**config.mk**
```make
export PLATFORM = sky130hd
export DESIGN_NAME = pbrs_top
export DESIGN_NICKNAME = d
export VERILOG_FILES = /design/src/shared/pbrs_pkg.sv /design/src/core/pbrs_deglitch.sv /design/src/core/pbrs_top.sv
export SDC_FILE = /design/constraint.sdc
export NUM_CORES = 1
export LEC_CHECK = 0
export ABC_AREA = 1
export BUFFER_PORTS_ARGS = -buffer_cell sky130_fd_sc_hd__clkbuf_2
export CORE_MARGIN = 8
export CORE_UTILIZATION = 62
export CTS_CLUSTER_SIZE = 10
export DETAILED_ROUTE_END_ITERATION = 8
export GPL_TIMING_DRIVEN = 0
export PLACE_DENSITY = 0.88
export SYNTH_ARGS = -nofsm -noshare
export SYNTH_HDL_FRONTEND = slang
export SYNTH_HIERARCHICAL = 1
export SYNTH_SLANG_ARGS = --single-unit
```
**constraint.sdc**
```tcl
create_clock -name clk -period 2.5 [get_ports clk]
set_input_delay 0.5 -clock clk [delete_from_list [all_inputs] [get_ports clk]]
set_output_delay 0.5 -clock clk [all_outputs]
set_load 0.02 [all_outputs]
```
**src/shared/pbrs_pkg.sv**
```systemverilog
package pbrs_pkg;
    // clock
    localparam int unsigned CLK_HZ = 20_000_000;
    // deglitch time in ms
    localparam int unsigned DEGLITCH_TIME_MS = 20;
    localparam int unsigned DEGLITCH_CYCLES = DEGLITCH_TIME_MS * (CLK_HZ / 1000);
    // setup delays of the first option group, in ms
    localparam int unsigned SETUP_LOW_MS = 500;
    localparam int unsigned SETUP_FLOAT_MS = 1000;
    localparam int unsigned SETUP_HIGH_MS = 2000;
    localparam int unsigned SETUP_LOW_CYCLES = SETUP_LOW_MS * (CLK_HZ / 1000);
    localparam int unsigned SETUP_FLOAT_CYCLES = SETUP_FLOAT_MS * (CLK_HZ / 1000);
    localparam int unsigned SETUP_HIGH_CYCLES = SETUP_HIGH_MS * (CLK_HZ / 1000);
    // resistor option: seconds = kohm / 20, so ms = kohm * 50
    localparam int unsigned RES_DIVISOR = 20;
    localparam int unsigned RES_MS_PER_KOHM = 1000 / RES_DIVISOR;
    localparam int unsigned CYCLES_PER_MS = CLK_HZ / 1000;
    // reset pulse time in us (plain default)
    localparam int unsigned RESET_PULSE_TIME_US = 900;
    localparam int unsigned RESET_PULSE_CYCLES = RESET_PULSE_TIME_US * (CLK_HZ / 1_000_000);
    // select pin encodings
    localparam logic [1:0] SEL_LOW = 2'h0;
    localparam logic [1:0] SEL_FLOAT = 2'h1;
    localparam logic [1:0] SEL_HIGH = 2'h2;
    localparam int CNT_W = 32;
endpackage

```
**src/core/pbrs_deglitch.sv**
```systemverilog
`timescale 1ns/1ps
module pbrs_deglitch #(
    parameter int unsigned DELAY = 400000
) (
    // clock and reset
    input wire logic clk,
    input wire logic reset,
    // raw active-low input, already synchronised
    input wire logic in_n,
    // filtered active-low output
    output logic out_n
);
    logic [31:0] cnt_ff;

    // a falling edge is recognised only after DELAY cycles of steady low;
    // the rising edge passes at once
    always_ff @(posedge clk) begin
        if (reset || in_n) begin
            cnt_ff <= 32'h0;
        end else if (cnt_ff < DELAY) begin
            cnt_ff <= cnt_ff + 32'h1;
        end
    end

    always_ff @(posedge clk) begin
        if (reset || in_n) begin
            out_n <= 1'b1;
        end else if (cnt_ff >= DELAY - 1) begin
            out_n <= 1'b0;
        end
    end
endmodule

```
**src/core/pbrs_top.sv**
```systemverilog
`timescale 1ns/1ps
// Behaviour
// - hold reset low during undervoltage, then timeout
// - held button past setup fires one pulse
// - two-button variant needs both held together
// - single-button variant mirrors debounced button
// - falling edges deglitched by 20 ms
// - three-state select chooses the setup delay
// - resistor option: delay seconds equals kohm/20
// - option skips timeout at power-up
// - one pulse per press; release before next
// - first group: 0.5 s, 1 s, 2 s
module pbrs_top #(
    parameter bit TWO_BUTTON = 1'b0,
    parameter bit RESISTOR_MODE = 1'b0,
    parameter bit SKIP_POWERUP_TIMEOUT = 1'b0,
    parameter int unsigned DEGLITCH_CYCLES = pbrs_pkg::DEGLITCH_CYCLES,
    parameter int unsigned SETUP_LOW_CYCLES = pbrs_pkg::SETUP_LOW_CYCLES,
    parameter int unsigned SETUP_FLOAT_CYCLES = pbrs_pkg::SETUP_FLOAT_CYCLES,
    parameter int unsigned SETUP_HIGH_CYCLES = pbrs_pkg::SETUP_HIGH_CYCLES,
    parameter int unsigned CYCLES_PER_MS = pbrs_pkg::CYCLES_PER_MS,
    parameter int unsigned RESET_PULSE_CYCLES = pbrs_pkg::RESET_PULSE_CYCLES
) (
    // clock and reset
    input wire logic clk,
    input wire logic reset,
    // supply monitor, high while undervoltage
    input wire logic undervolt,
    // buttons, active low; button_b_n unused in single-button variant
    input wire logic manual_reset_n,
    input wire logic button_b_n,
    // setup select: three-state code, and resistor value in kohm
    input wire logic [1:0] setup_sel,
    input wire logic [9:0] setup_kohm,
    // outputs
    output logic reset_out_n,
    output logic soft_reset_out_n
);
    typedef enum logic [1:0] {PBRS_POWERUP, PBRS_IDLE, PBRS_PULSE, PBRS_WAIT_REL} pbrs_state_type;

    logic [1:0] sync_a_ff, sync_b_ff, sync_uv_ff;
    logic [1:0] sel_s1_ff, sel_s2_ff;
    logic [9:0] kohm_s1_ff, kohm_s2_ff;
    logic deg_a_n, deg_b_n;
    logic pressed;
    logic [31:0] setup_cnt_ff, pulse_cnt_ff, setup_target;
    pbrs_state_type state_ff;
    logic first_ff;

    // two-stage synchronisers for all pins
    always_ff @(posedge clk) begin
        if (reset) begin
            sync_a_ff <= 2'h3;
            sync_b_ff <= 2'h3;
            sync_uv_ff <= 2'h3;
        end else begin
            sync_a_ff <= {sync_a_ff[0], manual_reset_n};
            sync_b_ff <= {sync_b_ff[0], button_b_n};
            sync_uv_ff <= {sync_uv_ff[0], undervolt};
        end
    end

    // select straps are static, sampled through two stages too
    always_ff @(posedge clk) begin
        sel_s1_ff <= setup_sel;
        sel_s2_ff <= sel_s1_ff;
        kohm_s1_ff <= setup_kohm;
        kohm_s2_ff <= kohm_s1_ff;
    end

    pbrs_deglitch #(.DELAY(DEGLITCH_CYCLES)) u_deg_a (
        .clk(clk),
        .reset(reset),
        .in_n(sync_a_ff[1]),
        .out_n(deg_a_n)
    );

    pbrs_deglitch #(.DELAY(DEGLITCH_CYCLES)) u_deg_b (
        .clk(clk),
        .reset(reset),
        .in_n(sync_b_ff[1]),
        .out_n(deg_b_n)
    );

    // single button uses input a alone; dual needs both low together
    assign pressed = TWO_BUTTON ? (!deg_a_n && !deg_b_n) : !deg_a_n;

    always_comb begin
        if (RESISTOR_MODE) begin
            // ms = kohm * 1000 / 20
            setup_target = 32'(kohm_s2_ff) * 32'(pbrs_pkg::RES_MS_PER_KOHM)
                * 32'(CYCLES_PER_MS);
        end else begin
            unique case (sel_s2_ff)
                pbrs_pkg::SEL_LOW: setup_target = 32'(SETUP_LOW_CYCLES);
                pbrs_pkg::SEL_HIGH: setup_target = 32'(SETUP_HIGH_CYCLES);
                default: setup_target = 32'(SETUP_FLOAT_CYCLES);
            endcase
        end
    end

    // setup counter runs while the press is held, cleared on release
    always_ff @(posedge clk) begin
        if (reset || !pressed) begin
            setup_cnt_ff <= 32'h0;
        end else if (setup_cnt_ff < setup_target) begin
            setup_cnt_ff <= setup_cnt_ff + 32'h1;
        end
    end

    always_ff @(posedge clk) begin
        if (reset) begin
            first_ff <= 1'b1;
        end else if (!sync_uv_ff[1]) begin
            first_ff <= 1'b0;
        end
    end

    // undervoltage overrides every state; the timeout restarts on release
    always_ff @(posedge clk) begin
        if (reset) begin
            state_ff <= PBRS_POWERUP;
            pulse_cnt_ff <= 32'h0;
        end else if (sync_uv_ff[1]) begin
            state_ff <= PBRS_POWERUP;
            pulse_cnt_ff <= 32'h0;
        end else begin
            unique case (state_ff)
                PBRS_POWERUP: begin
                    if (SKIP_POWERUP_TIMEOUT && first_ff) begin
                        state_ff <= PBRS_WAIT_REL;
                    end else begin
                        state_ff <= PBRS_PULSE;
                    end
                    pulse_cnt_ff <= 32'h0;
                end
                PBRS_IDLE: begin
                    if (pressed && setup_cnt_ff >= setup_target) begin
                        state_ff <= PBRS_PULSE;
                        pulse_cnt_ff <= 32'h0;
                    end
                end
                PBRS_PULSE: begin
                    if (pulse_cnt_ff >= 32'(RESET_PULSE_CYCLES) - 32'h1) begin
                        state_ff <= PBRS_WAIT_REL;
                    end else begin
                        pulse_cnt_ff <= pulse_cnt_ff + 32'h1;
                    end
                end
                PBRS_WAIT_REL: begin
                    // a held button must be released before it can fire again
                    if (!pressed) begin
                        state_ff <= PBRS_IDLE;
                    end
                end
            endcase
        end
    end

    always_ff @(posedge clk) begin
        if (reset) begin
            reset_out_n <= 1'b0;
        end else begin
            reset_out_n <= !(sync_uv_ff[1] || state_ff == PBRS_PULSE
                || state_ff == PBRS_POWERUP);
        end
    end

    // soft reset mirrors the debounced button; held high in dual variant
    always_ff @(posedge clk) begin
        if (reset) begin
            soft_reset_out_n <= 1'b1;
        end else begin
            soft_reset_out_n <= TWO_BUTTON ? 1'b1 : deg_a_n;
        end
    end
endmodule

```
Word level (Yosys, flattened, before mapping):

Cells that the tools add are included.

* $add $sub $neg: 3
* mux-type cells: 8
* reduce and logical (&&, ||, !) cells: 13
* order comparisons: 5
* eq/ne operators: 8

Operators by type and width (number)
* adder 32 x 1 -> 32 bit (second input constant): 3
* one-hot mux 32 bit (3 select lines): 1
* two-way mux 32 bit: 2
* one-hot mux 26 bit (2 select lines): 1
* greater-or-equal comparator 32 x 15 -> 1 bit (second input constant): 1
* greater-or-equal comparator 32 x 19 -> 1 bit (second input constant): 1
* greater-or-equal comparator 32 bit: 1
* less-than comparator 32 x 19 -> 1 bit (second input constant): 1
* less-than comparator 32 bit: 1
* one-hot mux 2 bit (4 select lines): 1
* == test 2 bit (second input constant): 3
* two-way mux 2 bit: 3
* inequality test 2 bit (second input constant): 3
* AND reduction 3 bit: 2
* zero test 2 bit: 2
* logical OR 1 bit: 4
* nonzero test 3 bit: 1
* == test 2 x 1 -> 1 bit (second input constant): 1
* zero test 1 bit: 2
* inequality test 2 x 1 -> 1 bit (second input constant): 1
* OR reduction 2 bit: 1
* logical AND 1 bit: 1

* word-level logic and storage cells: 48
* register bits: 109
* bits of input ports: 17

Logic depth before layout (Yosys ltp):

* depth after elaboration: 6
* gate-level depth with buffers: 17
* mapped depth without buffers: 17

Hierarchy:

Netlist, hierarchy kept.

By module, submodules not included
* pbrs_top: times used 1, area an instance 4033.9 µm², cells each 580
* pbrs_deglitch: times used 1, area an instance 1846.8 µm², cells each 254

Least setup slack after synthesis:

No wires, ideal clock.

* kind: flip-flop to flip-flop
* start point: register sel_s2_ff[0]
* end point: register pulse_cnt_ff[5]
* arrival: 1.987 ns
* cell stages (with the launch flop): 16
* path buffers: 1
* path slack: 0.400 ns
* cells stage by stage: dfxtp_1 -> nor2_1 -> inv_1 -> ha_1 -> nand2_1 -> nor2_1 -> nand3b_1 -> nor2_1 -> nand2_1 -> nand3_1 -> nand2_1 -> nand2_2 -> nand2_4 -> buf_6 -> nor2_1 -> nor2_1

* longest elaborated chain between the ends: 6

Ends and longest elaborated chain
* start: declaration: RTL line pbrs_top.sv:42 `logic [1:0] sel_s1_ff, sel_s2_ff;`
* start signal: assignment: RTL line pbrs_top.sv:66 `sel_s2_ff <= sel_s1_ff;`
* == test 2 bit or zero test 2 bit (tied branches): RTL line pbrs_top.sv:94 `unique case (sel_s2_ff)`
* one-hot mux 26 bit (2 select lines) (*): RTL line pbrs_top.sv:94
* greater-or-equal comparator 32 bit (*): RTL line pbrs_top.sv:138 `if (pressed && setup_cnt_ff >= setup_target) begin`
* logical AND 1 bit (*): RTL line pbrs_top.sv:138
* inequality test 2 bit (no source line) (*)
* AND reduction 3 bit (no source line) (*)
* end signal: assignment: RTL line pbrs_top.sv:147 `pulse_cnt_ff <= pulse_cnt_ff + 32'h1;`
* end: declaration: RTL line pbrs_top.sv:46 `logic [31:0] setup_cnt_ff, pulse_cnt_ff, setup_target;`

Every way passes the cells marked *; elsewhere a longest branch is shown, timed or not.
A chain may end at the register's enable or synchronous reset.

Worst setup path in the final report:

* start point: register sel_s2_ff[1]
* end point: register pulse_cnt_ff[5]

The elaborated chain is that of the path after synthesis.

==> results.yml <==
routing:
  dr.first_iter.drc_count: 382
  wl_per_cell_um: 12.1
  route.detailed.drc: 0
  wl_mm: 12.0
  vias: 5229
  ant_nets: 0
  vias_per_cell: 5.28
  dr.pass1.iters: 5
grt:
  use_met1_pct: 22.5
  grt-ovfl-total: 0
  top_usage_layer: "met2"
  grt_pass1_vias: 4712
  globalRouteMet2Util_pct: 33.0
  grt_pass1_wl_mm: 20.3
  antenna_found_initial: 0
  met3_usage_pct: 4.33
  grt_max_degree: 19
  grt.total_usage_pct: 18.9
placed_design:
  port_buffers: 7
  placed_area_um2: 6080
  dpl.hpwl_mm: 8.57
  routabilityCongestion: 0.924
  pre_cts_ws_ns: -0.127
clocking:
  cts.path.max_buffers: 2
  cts_tree: "built"
  cts_root_buf: "clkbuf_8"
  clk_pin_slew_worst_paths_ns: 0.11
  cts_htree_levels: 3
  numCtsBuffers: 9
  cts_sinks: 109
  clkLatencyLatePin_ns: 0.38
yosys:
  synth_most_common_cell: "nand2_1"
  synth_common_cells: "nand2_1 (171), nor2_1 (120), dfxtp_1 (109), inv_1 (103), nand3_1 (77)"
  ys_seq_area_share_pct: 37.1
  ys_ff_latch: 109
  synth_cells: 834
  synthArstFlopShare_pct: 0
  yosysTopAreaCell: "dfxtp_1"
  synth_cell_types: 47
  avgSynthCellArea_um2: 7.05
  yosys.area.top_type_share_pct: 37.1
  yosysWarnings: 6
  synth_edf_count: 0
  synth_area_leaders: "dfxtp_1 (37%), nand2_1 (11%), nor2_1 (7.7%)"
  netlist_area_um2: 5880
  syn_nets: 873
  ys.flop_type: "dfxtp_1"
timing:
  fin_crit_sh_pct: 94.6
  max-slew-margin-rel_pct: 57.1
  setup_tns_ns: 0
  fmaxAchievable_ghz: 0.423
  drv_slew: 0
  fin_skew_ns: 0.0139
  setup_viol: 0
  finalHoldViolCount: 0
  period_minus_slack_ns: 2.37
  fin_ws_ns: 0.135
  worstMarginPinSlew_ns: 0.641
floorplanning:
  core_area_um2: 9240
  die_w_um: 113
  io_pins: 19
  die_area_um2: 12900
  rows: 35
  die_y_um: 113
  initial_utilization_pct: 63.6
worst_hold_path:
  min_path_cells: 1
  hp-class: "primary input to register"
run_status:
  status: "finished, final reports clean"
final_layout:
  multi_input_area_um2: 3170
  ff_latch_area_um2: 2180
  postLayoutCellArea_um2: 6370
  n_antenna_cell: 0
  drive_gt1_share_pct: 13.9
  nets: 896
  area_growth_syn_to_layout_pct: 8.28
  fill_cells: 782
  fin_util_pct: 68.9
power_and_ir_drop:
  vdd_drop_max_uv: 513
  power_density_nw_per_um2: 436
  p_sw_share_pct: 23.3
  p_comb_share_pct: 2.2
  p_switching_uw: 646
  clockPowerShare_pct: 34.9
  seqPwrFrac_pct: 62.9
  intPower_mw: 2.13
  p_leak_nw: 2.44
setup_path:
  arrival_ns: 2.65
  cp-end-kind: "register"
  cp_slowest_stage_delay_ns: 0.37
  cp_slowest_cell: "dfxtp_2"
  cp_data_required_time_ns: 2.79
  cp_max_fo: 10
  cp-start-kind: "register"
  r2r_cells: 16
  crit_type: "register to register"
  crit_chain: "inv_1 -> nor2_4 -> inv_2 -> ha_1 -> nand2_1 -> nor2_2 -> nand3b_1 -> nor2_2 -> nand2_2 -> nand3_2 -> nand2_2 -> nand2_4 -> nand2_8 -> buf_6 -> nor2_1 -> nor2_1"
run:
  max_cap_violations: 0
power groups by stage:
stage / sequential, mW / combinational [mW] / clock [mW]
2_1_floorplan: 1.79 / 0.0378 / 0
3_3_place_gp: 1.79 / 0.0516 / 0
3_5_place_dp: 1.79 / 0.0527 / 0
4_1_cts: 1.75 / 0.0544 / 1.00
5_1_grt: 1.75 / 0.0688 / 1.06
6_report: 1.75 / 0.0610 / 0.969
flip-flops by register name (all words and copies together) (netlist names), 2 cells and up:
signal and flops:
pulse_cnt_ff 32, state_ff 2, sync_uv_ff 2, sync_a_ff 2, sel_s1_ff 2, sel_s2_ff 2, setup_cnt_ff 32, u_deg_a/cnt_ff 32
area by class of cell:
type                            instances  area share [%]
Inverter                              111            6.54
Buffer                                 21            2.93
Clock inverter                          6           0.747
Clock buffer                            9            1.95
Multi-Input combinational cell        593            49.9
Sequential cell                       109            34.3
Timing Repair Buffer                   12            1.14
Tap cell                              129            2.53
path summary, 6_finish.rpt:
| path | start | to | slack [ns] |
|---|---|---|---|
| setup / recovery | sel_s2_ff[1] | pulse_cnt_ff[5] | 0.13 |
| hold / removal | setup_sel[1] | sel_s1_ff[1] | 0.22 |
| setup reg to reg | sel_s2_ff[1] | pulse_cnt_ff[5] | 0.13 |
| hold reg to reg | sel_s1_ff[0] | sel_s2_ff[0] | 0.32 |
critical path: cells and delay by family (launching register included):
kind	cells	cell delay (ns)
adder cells (fa/ha/maj)	1	0.28
AND/OR/NAND/NOR	12	1.32
flip-flops	1	0.37
buffers and inverters	3	0.30
cells by family after synthesis:
group / share of synthesized area (%)
and+or+nand+nor: 35.9
buffers and inverters: 10.1
DFF: 37.1
AOI/OAI and AO/OA: 9.83
adders and majority gates: 4.68
xor gates and xnor gates: 2.38
placed cells by master, fill, tap and decap left out, types with 3 or more instances in the layout:
cell,netlist,final
inv_2,6,7
nand3_1,77,76
nand3_2,2,3
ha_1,22,22
nand2_1,171,169
nor3_1,18,18
buf_4,4,7
buf_6,7,8
clkinvlp_4,0,3
clkbuf_1,4,4
nor2_1,120,115
clkbuf_2,0,7
nor2_2,9,12
a21oi_1,45,44
xor2_1,10,10
clkbuf_8,1,10
or2_2,8,8
nand4_1,23,23
nand2_2,12,11
nor2_4,3,5
dfxtp_1,109,107
nand2_4,2,4
nor4_1,3,3
inv_1,103,102
o21ai_0,19,19
xnor2_1,6,6
and3_1,3,3
a21oi_2,19,19
through the flow:
| stage | hold WS, ns | total power, mW | std cells |
|---|---|---|---|
| after floorplan | 0.310 | 1.82 | 834 |
| after global placement | 0.314 | 1.84 | 970 |
| after detailed placement | 0.316 | 1.84 | 970 |
| after CTS | 0.208 | 2.80 | 985 |
| after global routing | 0.205 | 2.88 | 990 |
| final | 0.219 | 2.78 | 990 |
routing by layer:
metal	routed length (um)	up-vias
met5	0	-
met1	5640	2380
met3	519	15
li1	-	2714
met4	140	0
met2	5710	120
repair_timing:
action,CTS,global route
setup endpoints to repair,53,58
setup buffers,0,5
pin swaps,0,7
gates resized for setup,4,18
hold buffers,0,0
(Power assumes the default switching activity.)
